## config.mk

```make
export PLATFORM = sky130hd
export DESIGN_NAME = ternary_line_activation_signaling
export DESIGN_NICKNAME = d
export VERILOG_FILES = /design/src/core/line_act_pkg.sv /design/src/core/ternary_line_activation_signaling.sv
export VERILOG_INCLUDE_DIRS = /design/src /design/src/core
export SDC_FILE = /design/constraint.sdc
export NUM_CORES = 1
export LEC_CHECK = 0
export BUFFER_PORTS_ARGS = -buffer_cell sky130_fd_sc_hd__buf_4
export CORE_MARGIN = 2
export CORE_UTILIZATION = 37
export CTS_BUF_LIST = sky130_fd_sc_hd__clkbuf_2 sky130_fd_sc_hd__clkbuf_4 sky130_fd_sc_hd__clkbuf_8
export DETAILED_ROUTE_END_ITERATION = 6
export RECOVER_POWER = 100
export SLEW_MARGIN = 25
export SYNTH_ARGS = -nofsm -noshare
export SYNTH_HDL_FRONTEND = slang
export SYNTH_SLANG_ARGS = --single-unit
```

## constraint.sdc

```tcl
create_clock -name ref_clk -period 3.75 [get_ports ref_clk]
set_input_delay 0.1875 -clock ref_clk [delete_from_list [all_inputs] [get_ports ref_clk]]
set_output_delay 0.1875 -clock ref_clk [all_outputs]
set_load 0.005 [all_outputs]
```

## src/core/line_act_cfg.svh

```systemverilog
// Purpose: constants for the ternary line activation signalling block
// Assumes: 200 MHz ref_clk, one clock domain
// Notes: codes and timings used by the design; the bench and checker repeat their own values
//
// Contract
// - network-side wake sends a 7.5 kHz tone for 2.13 ms
// - after the tone, raise the done flag and send ternary zero
// - while synchronizing send unframed scrambled zeros, no sync, no M
// - once synchronized send framed scrambled zeros, terminal not active
// - whole link synchronous: framed scrambled ones
// - transparent request seen: stop link-sync element, tell bus side
// - transparent state: framed user data from the system interface
// - continuous zero means deactivate downstream, acknowledged by zero upstream
// - framed training with sync word is the receive sync criterion
// - upstream M channel carries code errors and transparent data
// - only the exchange starts deactivation
// - bus frame before activation: B, D, echo and A bits zero
// - loopbacks are transparent: looped data also passes onward
// - loop closed: only looped data used, bus side user data ignored
// - looped B and D share one propagation delay
// - loop request forwarded as loop indication if transparent, else request
// - loop-induced bus resync exchanges codes at once
// - loop request code 1010, loop indication code 1110
`ifndef LINE_ACT_CFG_SVH
`define LINE_ACT_CFG_SVH
`define CLK_HZ 200000000.0
`define WAKE_TONE_HZ 7500.0
`define WAKE_DUR_MS 2.13
`define FRAME_SYMS 7'h78
`define SYNC_SYMS 7'h0B
`define M_POS 7'h77
`define SYNC_WORD 22'h15A9A6
`define SCRAM_TAPS 23'h420000
`define SCRAM_SEED 23'h7FFFFF
`define LOOP_CLOSE_CODE 8'hA5
`define LOOP_OPEN_CODE 8'h5A
`define CI_DEACT_REQ 4'h0
`define CI_RESYNC_IND 4'h4
`define CI_ACT_REQ 4'h8
`define CI_LOOP_ACT_REQ 4'hA
`define CI_ACT_IND 4'hC
`define CI_LOOP_ACT_IND 4'hE
`define CI_DEACT_CONF 4'hF
`define WORD_BITS 5'h12
`endif

```

## src/core/line_act_pkg.sv

```systemverilog
// Purpose: types for the ternary line activation signalling block
// Assumes: nothing
// Notes: ternary symbol coding is two bits
`default_nettype none
package line_act_pkg;
  typedef enum logic [1:0] {
    SYM_ZERO = 2'h0,
    SYM_PLUS = 2'h1,
    SYM_MINUS = 2'h2
  } tern_t;
  typedef enum logic [6:0] {
    ST_SILENCE = 7'h01,
    ST_WAKE = 7'h02,
    ST_WAKE_DONE = 7'h04,
    ST_UNFRAMED = 7'h08,
    ST_FRAMED_IDLE = 7'h10,
    ST_LINK_SYNC = 7'h20,
    ST_TRANSPARENT = 7'h40
  } line_state_t;
  typedef struct packed {
    logic [7:0] b1;
    logic [7:0] b2;
    logic [1:0] d;
  } user_word_t;
  typedef struct packed {
    logic silence;
    logic framed_training;
    logic transparent_req;
    logic m_valid;
    logic m_bit;
  } rx_info_t;
  typedef struct packed {
    logic a_bit;
    user_word_t data;
  } bus_frame_t;
endpackage
`default_nettype wire

```

## src/core/ternary_line_activation_signaling.sv

```systemverilog
// Purpose: activation element generator/detector with test loopback
// Assumes: receiver and bus transceiver logic share ref_clk
// Notes: scrambler taps and seed come from the cfg header, symbol coding from the package
`include "line_act_cfg.svh"
`default_nettype none
module ternary_line_activation_signaling #(
  parameter int WAKE_CYCLES = $rtoi(`WAKE_DUR_MS * `CLK_HZ / 1000.0 + 0.5),
  parameter int HALF_CYCLES = $rtoi(`CLK_HZ / (2.0 * `WAKE_TONE_HZ))
) (
  // clock and reset
  input wire logic ref_clk,
  input wire logic rst_n,
  // local wake control
  input wire logic wake_req,
  output logic wake_tone_done,
  // downstream element detection from the line receiver
  input wire line_act_pkg::rx_info_t rx_info,
  input wire logic rx_pay_valid,
  input wire line_act_pkg::user_word_t rx_pay,
  // command/indication channel to the bus transceiver
  input wire logic [3:0] upstream_command_line,
  output logic [3:0] downstream_command_line,
  // user data from the bus transceiver
  input wire logic user_up_valid,
  input wire line_act_pkg::user_word_t user_up,
  output logic user_up_ready,
  // user data toward the bus transceiver
  output logic bus_frame_valid,
  output line_act_pkg::bus_frame_t bus_frame,
  // upstream maintenance channel sources
  input wire logic m_up_bit,
  input wire logic code_err,
  // line transmitter
  input wire logic tx_ready,
  output line_act_pkg::tern_t tx_sym,
  output logic loop_closed
);
  line_act_pkg::line_state_t state_reg, state_next;
  logic [19:0] tone_cnt_reg;
  logic [14:0] half_cnt_reg;
  logic tone_level_reg;
  logic done_reg;
  logic [6:0] pos_reg;
  logic [22:0] lfsr_reg;
  logic ami_pol_reg;
  logic [7:0] m_shift_reg;
  logic loop_reg;
  logic code_err_reg;
  logic [3:0] dn_ci_reg;
  logic [17:0] ser_reg;
  logic [4:0] ser_cnt_reg;
  line_act_pkg::tern_t sym_reg;
  logic frame_vld_reg;
  line_act_pkg::bus_frame_t frame_reg;
  // two-entry buffer
  line_act_pkg::user_word_t buf_mem [0:1];
  logic wr_ptr_reg, rd_ptr_reg;
  logic [1:0] cnt_reg;

  // state decode
  wire in_silence = (state_reg == line_act_pkg::ST_SILENCE);
  wire in_wake = (state_reg == line_act_pkg::ST_WAKE);
  wire in_wake_done = (state_reg == line_act_pkg::ST_WAKE_DONE);
  wire in_unframed = (state_reg == line_act_pkg::ST_UNFRAMED);
  wire in_idle = (state_reg == line_act_pkg::ST_FRAMED_IDLE);
  wire in_link = (state_reg == line_act_pkg::ST_LINK_SYNC);
  wire in_transp = (state_reg == line_act_pkg::ST_TRANSPARENT);
  wire framed = in_idle | in_link | in_transp;
  wire quiet = in_silence | in_wake | in_wake_done;

  // bus side status
  wire up_act = (upstream_command_line == `CI_ACT_IND);
  wire up_resync = (upstream_command_line == `CI_RESYNC_IND);
  wire up_deact = (upstream_command_line == `CI_DEACT_CONF);
  // loop-induced resync keeps the terminal counted as active
  wire te_sync = up_act | (up_resync & loop_reg);

  // wake tone timing
  wire tone_end = (tone_cnt_reg == 20'(WAKE_CYCLES - 1));
  wire half_end = (half_cnt_reg == 15'(HALF_CYCLES - 1));

  // frame position decode
  wire pos_last = (pos_reg == `FRAME_SYMS - 7'h01);
  wire is_sync = framed & (pos_reg < `SYNC_SYMS);
  wire is_m = framed & (pos_reg == `M_POS);
  wire is_pay = (in_unframed | framed) & ~is_sync & ~is_m;
  wire pay_step = tx_ready & is_pay;
  wire [3:0] sync_idx = pos_reg[3:0];
  wire [21:0] sync_word = `SYNC_WORD;
  wire [4:0] sync_sh = 5'(5'd20 - {sync_idx, 1'b0});
  wire [1:0] sync_bits = 2'(sync_word >> sync_sh);

  // maintenance channel loop command decode
  wire [7:0] m_shift_next = {m_shift_reg[6:0], rx_info.m_bit};
  wire m_take = rx_info.m_valid & (framed | in_unframed);
  wire loop_close_hit = m_take & (m_shift_next == `LOOP_CLOSE_CODE);
  wire loop_open_hit = m_take & (m_shift_next == `LOOP_OPEN_CODE);
  wire loop_act = loop_reg & in_transp;

  // upstream buffer source: looped data replaces bus data
  wire src_valid = loop_act ? rx_pay_valid : user_up_valid;
  wire [17:0] src_word = loop_act ? rx_pay : user_up;
  wire buf_in_ready = (cnt_reg != 2'h2);
  wire buf_out_valid = (cnt_reg != 2'h0);
  wire push = src_valid & buf_in_ready;
  wire [17:0] buf_head = buf_mem[rd_ptr_reg];

  // serializer feeding payload symbols in transparent state
  wire ser_has = (ser_cnt_reg != 5'h00);
  wire pop = pay_step & in_transp & ~ser_has & buf_out_valid;
  wire user_bit = ser_has ? ser_reg[17] : (buf_out_valid ? buf_head[17] :
    1'b1);

  // binary data before scrambling per element
  wire pay_bit = in_transp ? user_bit : in_link;
  wire scr_fb = ^(lfsr_reg & `SCRAM_TAPS);
  wire scr_bit = pay_bit ^ lfsr_reg[22];
  wire ami_flip = pay_step & scr_bit;

  // payload and maintenance symbols
  line_act_pkg::tern_t pay_sym, m_sym, sym_next;
  assign pay_sym = scr_bit ? (ami_pol_reg ? line_act_pkg::SYM_MINUS :
    line_act_pkg::SYM_PLUS) : line_act_pkg::SYM_ZERO;
  assign m_sym = code_err_reg ? line_act_pkg::SYM_MINUS :
    (m_up_bit ? line_act_pkg::SYM_PLUS :
    line_act_pkg::SYM_ZERO);

  always_comb begin
    sym_next = line_act_pkg::SYM_ZERO;
    if (in_wake & ~tone_end) begin
      sym_next = tone_level_reg ? line_act_pkg::SYM_PLUS :
        line_act_pkg::SYM_MINUS;
    end else if (quiet) begin
      sym_next = line_act_pkg::SYM_ZERO;
    end else if (is_sync) begin
      sym_next = line_act_pkg::tern_t'(sync_bits);
    end else if (is_m) begin
      sym_next = m_sym;
    end else begin
      sym_next = pay_sym;
    end
  end

  // activation state machine
  always_comb begin
    state_next = state_reg;
    case (state_reg)
      line_act_pkg::ST_SILENCE: begin
        if (wake_req) begin
          state_next = line_act_pkg::ST_WAKE;
        end else if (!rx_info.silence) begin
          state_next = line_act_pkg::ST_UNFRAMED;
        end
      end
      line_act_pkg::ST_WAKE: begin
        if (tone_end) begin
          state_next = line_act_pkg::ST_WAKE_DONE;
        end
      end
      line_act_pkg::ST_WAKE_DONE: begin
        if (!rx_info.silence) begin
          state_next = line_act_pkg::ST_UNFRAMED;
        end
      end
      line_act_pkg::ST_UNFRAMED: begin
        if (rx_info.silence) begin
          state_next = line_act_pkg::ST_SILENCE;
        end else if (rx_info.framed_training) begin
          state_next = line_act_pkg::ST_FRAMED_IDLE;
        end
      end
      line_act_pkg::ST_FRAMED_IDLE: begin
        if (rx_info.silence) begin
          state_next = line_act_pkg::ST_SILENCE;
        end else if (te_sync) begin
          state_next = line_act_pkg::ST_LINK_SYNC;
        end
      end
      line_act_pkg::ST_LINK_SYNC: begin
        if (rx_info.silence) begin
          state_next = line_act_pkg::ST_SILENCE;
        end else if (rx_info.transparent_req) begin
          state_next = line_act_pkg::ST_TRANSPARENT;
        end else if (!te_sync) begin
          state_next = line_act_pkg::ST_FRAMED_IDLE;
        end
      end
      line_act_pkg::ST_TRANSPARENT: begin
        if (rx_info.silence) begin
          state_next = line_act_pkg::ST_SILENCE;
        end
      end
      default: begin
        state_next = line_act_pkg::ST_SILENCE;
      end
    endcase
  end

  // downstream command code toward the bus transceiver
  logic [3:0] dn_ci_next;
  always_comb begin
    dn_ci_next = `CI_DEACT_REQ;
    if (quiet | in_unframed) begin
      dn_ci_next = up_deact ? `CI_DEACT_CONF : `CI_DEACT_REQ;
    end else if (in_transp) begin
      dn_ci_next = loop_reg ? `CI_LOOP_ACT_IND :
        `CI_ACT_IND;
    end else begin
      dn_ci_next = loop_reg ? `CI_LOOP_ACT_REQ :
        `CI_ACT_REQ;
    end
  end

  always_ff @(posedge ref_clk or negedge rst_n) begin
    if (!rst_n) begin
      state_reg <= line_act_pkg::ST_SILENCE;
      dn_ci_reg <= `CI_DEACT_REQ;
    end else begin
      state_reg <= state_next;
      dn_ci_reg <= dn_ci_next;
    end
  end

  // wake tone generator
  always_ff @(posedge ref_clk or negedge rst_n) begin
    if (!rst_n) begin
      tone_cnt_reg <= 20'h00000;
      half_cnt_reg <= 15'h0000;
      tone_level_reg <= 1'b1;
    end else if (in_wake) begin
      tone_cnt_reg <= tone_cnt_reg + 20'h00001;
      half_cnt_reg <= half_end ? 15'h0000 : half_cnt_reg + 15'h0001;
      tone_level_reg <= half_end ? ~tone_level_reg : tone_level_reg;
    end else begin
      tone_cnt_reg <= 20'h00000;
      half_cnt_reg <= 15'h0000;
      tone_level_reg <= 1'b1;
    end
  end

  // done flag: set at tone end, held until the line leaves wake-done
  always_ff @(posedge ref_clk or negedge rst_n) begin
    if (!rst_n) begin
      done_reg <= 1'b0;
    end else if (in_wake & tone_end) begin
      done_reg <= 1'b1;
    end else if (!in_wake_done) begin
      done_reg <= 1'b0;
    end
  end

  // frame position, scrambler and line polarity
  always_ff @(posedge ref_clk or negedge rst_n) begin
    if (!rst_n) begin
      pos_reg <= 7'h00;
      lfsr_reg <= `SCRAM_SEED;
      ami_pol_reg <= 1'b0;
    end else if (quiet) begin
      pos_reg <= 7'h00;
      lfsr_reg <= `SCRAM_SEED;
      ami_pol_reg <= 1'b0;
    end else if (tx_ready) begin
      pos_reg <= pos_last ? 7'h00 : pos_reg + 7'h01;
      if (is_pay) begin
        lfsr_reg <= {lfsr_reg[21:0], scr_fb};
      end
      ami_pol_reg <= ami_pol_reg ^ ami_flip;
    end
  end

  // line symbol register; the tone changes level on the clock
  always_ff @(posedge ref_clk or negedge rst_n) begin
    if (!rst_n) begin
      sym_reg <= line_act_pkg::SYM_ZERO;
    end else if (tx_ready | in_wake) begin
      sym_reg <= sym_next;
    end
  end

  // maintenance shift register and loop state
  always_ff @(posedge ref_clk or negedge rst_n) begin
    if (!rst_n) begin
      m_shift_reg <= 8'h00;
      loop_reg <= 1'b0;
    end else begin
      if (m_take) begin
        m_shift_reg <= m_shift_next;
      end
      if (quiet | in_unframed) begin
        loop_reg <= 1'b0;
      end else if (loop_close_hit) begin
        loop_reg <= 1'b1;
      end else if (loop_open_hit) begin
        loop_reg <= 1'b0;
      end
    end
  end

  // code error flag; a new error wins over the clear when sent
  always_ff @(posedge ref_clk or negedge rst_n) begin
    if (!rst_n) begin
      code_err_reg <= 1'b0;
    end else if (code_err) begin
      code_err_reg <= 1'b1;
    end else if (tx_ready & is_m) begin
      code_err_reg <= 1'b0;
    end
  end

  // two-entry buffer storage, one slot per entry
  generate
    for (genvar i = 0; i < 2; i++) begin : g_slot
      always_ff @(posedge ref_clk) begin
        if (push && (wr_ptr_reg == 1'(i))) begin
          buf_mem[i] <= src_word;
        end
      end
    end
  endgenerate

  always_ff @(posedge ref_clk or negedge rst_n) begin
    if (!rst_n) begin
      wr_ptr_reg <= 1'b0;
      rd_ptr_reg <= 1'b0;
      cnt_reg <= 2'h0;
    end else begin
      wr_ptr_reg <= wr_ptr_reg ^ push;
      rd_ptr_reg <= rd_ptr_reg ^ pop;
      cnt_reg <= 2'(cnt_reg + {1'b0, push} - {1'b0, pop});
    end
  end

  // serializer: whole words keep B and D aligned
  always_ff @(posedge ref_clk or negedge rst_n) begin
    if (!rst_n) begin
      ser_reg <= 18'h00000;
      ser_cnt_reg <= 5'h00;
    end else if (!in_transp) begin
      ser_cnt_reg <= 5'h00;
    end else if (pay_step) begin
      if (ser_has) begin
        ser_reg <= {ser_reg[16:0], 1'b0};
        ser_cnt_reg <= ser_cnt_reg - 5'h01;
      end else if (buf_out_valid) begin
        ser_reg <= {buf_head[16:0], 1'b0};
        ser_cnt_reg <= `WORD_BITS - 5'h01;
      end
    end
  end

  // downstream data to the bus: passed onward even while looped
  always_ff @(posedge ref_clk or negedge rst_n) begin
    if (!rst_n) begin
      frame_vld_reg <= 1'b0;
      frame_reg <= '0;
    end else begin
      frame_vld_reg <= rx_pay_valid;
      frame_reg.a_bit <= in_transp & te_sync;
      frame_reg.data <= in_transp ? rx_pay : '0;
    end
  end

  // outputs
  assign wake_tone_done = done_reg;
  assign downstream_command_line = dn_ci_reg;
  assign user_up_ready = loop_act | buf_in_ready;
  assign bus_frame_valid = frame_vld_reg;
  assign bus_frame = frame_reg;
  assign tx_sym = sym_reg;
  assign loop_closed = loop_act;
endmodule
`default_nettype wire

```

==> out/summary.txt <==
fill count - 2078
GRT Util Overall - 0.147
post-synth top area cell - dfrtp_1
#FFs+latches synth - 172
antenna cells - 0
TritonCTS clock tree - done
Cell Chain, Critical Path - buf_4 > inv_2 > or4_1 > a21boi_0 > nand3_1 > nor4b_1 > ha_1 > inv_1 > ha_1 > xnor2_1 > xnor2_1
pwr dens - 502 nW/um^2
layout cells sized above 1 - 0.202
Rel. slew slack - -0.579
drt drc - 0
clock root buffer - clkbuf_8
Critical Path AT - 3.60 ns
setup ws final - 0.541 ns
cell area after synthesis - 8200 sq um
largest cells by area after synthesis - dfrtp_1, edfxtp_1, dfstp_2
Iteration-0 DRC Markers - 356
GR Overflow Total - 0
Storage cell area - 4520 sq um
HP Class - input port to flop
number of setup buffers added after CTS - 0
first-pass iteration count of the detailed router - 4
die area - 23400 sq um
final slew viol count - 41
DR WL/cell - 14.3 microns
count of cell types in the netlist - 68
Worst EP required - 4.14 ns
DIE HEIGHT - 153 microns
post-synth top area share - 0.339
clock buffer depth - 2
max reg flops - 36
CP Launch Type - flop
post-route ant nets - 0
Post-Synth Adder-Cell Area - 0.0198
vias in the first global route - 5913
post-route cell area - 9710 sq um
WL final - 16400 microns
Num CTS Buffers - 17
Post-Synth Simple-Gate Area - 0.189
clock slew at reported path FFs - 0.12 ns
Synth Instances - 750
Post-synth EDFFs - 36
syn avg cell area - 10.9 sq um
clock sinks - 172
# port buffers - 81
sequential fraction of the synthesis area - 0.551
most frequent cells in the layout - dfrtp_1, nor2_1, nand2_1
pre-CTS WS - 0.604 ns
Post-DP Area - 9100 sq um
Main synth FF type - dfrtp_1
post-synthesis mux area share - 0.0926
H-Tree Depth - 4
Nets - 919
routed via count - 5785
failing checks - capacitance limit, slew limit
gp weighted congestion - 0.800
fraction of the cycle the final worst path needs - 0.856
row count - 54
Lkg Pwr - 4.32 nW
IO Pins - 82
RSZ-0062 raised after global routing - no
crit path kind - flop to flop
Multi-input gate area - 3390 sq um
Final HPWL DP - 10800 microns
final setup skew - 0.0221 ns
Setup-failing EPs final - 0
initial antenna violation count - 0
ys async rst share - 0.791
final hold viol count - 0
status - finished with violations
FMAX - 312 MHz
Warnings, synthesis - 0
commonest non-fill, non-tap cell in the layout - dfrtp_1
Starting Density - 0.377
largest net degree at the start of global routing - 101
first-pass GRT wire length - 28500 microns
post-synthesis compound-gate area fraction - 0.0752
delay of the slowest cell on the worst path - 0.62 ns
worst skew pair latency - 0.46 ns
slowest CP cell - nor4b_1
Max-Cap Viols - 1
min cycle time layout - 3.21 ns
main combinational cell family by area after synthesis - simple AND/OR/NAND/NOR gates
net count after synthesis - 816
Avg Vias per Cell - 5.05
Synth Area in XOR/XNOR - 0.0417
Area growth syn-to-layout - 18.4%
Worst Max-Slew Pin Slew - 2.37 ns
critical path fanouts, max - 16
Core Area - 21800 sq um
Die X - 153 microns
setup_tns - 0 ns
Max VDD drop - 0.357 mV
crit end category - flop
==> power by group <==
| group | switching (mW) | internal (mW) | total (mW) |
|---|---|---|---|
| logic | 0.713 | 0.468 | 1.18 |
| registers | 0.172 | 2.20 | 2.37 |
| clock network | 0.805 | 0.517 | 1.32 |
==> area by class of cell <==
type,count,area share
multi-input combinational,519,0.349
sequential,172,0.465
clock inverter,15,0.0187
timing repair buffer,121,0.0984
inverter,22,0.00851
clock buffer,17,0.0241
tap,280,0.0361
==> metrics by stage <==
step / hold slack [ns] / total power, mW / std cells / util
5_1_grt: 0.0153 / 5.21 / 1146 / 0.446
2_1_floorplan: -0.108 / 3.20 / 750 / -
3_5_place_dp: 0.314 / 3.60 / 1088 / 0.419
4_1_cts: 0.00784 / 4.96 / 1145 / 0.449
6_report: 0.0388 / 4.87 / 1146 / 0.446
3_3_place_gp: 0.311 / 3.59 / 1088 / 0.419
==> layer usage <==
layer | global-route usage | vias to the layer above | share of wire
met5 | 0 | - | 0
met3 | 0.0272 | 25 | 0.039
li1 | - | 2843 | -
met4 | 0.0591 | 0 | 0.021
met2 | 0.234 | 103 | 0.47
met1 | 0.199 | 2814 | 0.47
==> cell usage after synthesis (all sizes together), types with 3 or more instances <==
library cell,instances
dfrtp,111
nor2,75
nand2,74
nand3,46
mux2,44
edfxtp,36
a21oi,32
clkbuf,28
and3,27
dfstp,25
xor2,24
mux2i,23
inv,22
o21ai,19
xnor2,15
ha,13
nand2b,10
o211ai,10
buf,9
nor3,9
nand4,8
nor2b,7
nor4,7
or4,6
and2,5
nand3b,5
or3,5
nor3b,4
nor4b,4
nor4bb,4
or2,4
a21o,3
and4,3
o211a,3
o21a,3
==> timing repair <==
action / in CTS / in global routing
hold buffers: 25 / 0
endpoints found under the setup margin: 0 / 0
endpoints found under the hold margin: 97 / 0
resized for setup: 0 / 0
==> worst max-delay path: cells and delay by family, from the launching register on <==
family / cells / cell delay [ns]
simple gates: 3 / 1.30
buf+inv: 3 / 0.30
fa+ha+maj: 2 / 0.48
compound gates: 1 / 0.45
xor+xnor: 2 / 0.26
flops: 1 / 0.34
==> path summary, 6_finish.rpt <==
kind	start	end	slack, ns	depth (start not counted)
max reg2reg	state_reg[5]	cnt_reg[1]	0.54	11
max in group asynchronous	rst_n	half_cnt_reg[12]	0.84	3
min	rx_info[4]	state_reg[0]	0.04	3
min reg2reg	tone_cnt_reg[0]	tone_cnt_reg[0]	0.46	1
min in group asynchronous	rst_n	tone_cnt_reg[18]	0.97	2
max	state_reg[5]	cnt_reg[1]	0.54	11
==> cell families (layout without fill, tap and decap cells) <==
group | after synthesis | in the layout
flip-flops | 172 | 172
AO/OA/AOI/OAI | 94 | 94
buffers and inverters | 59 | 175
AND/OR/NAND/NOR | 306 | 306
adder cells (fa/ha/maj) | 13 | 13
XOR/XNOR | 39 | 39
multiplexers | 67 | 67
(Power assumes the default switching activity.)
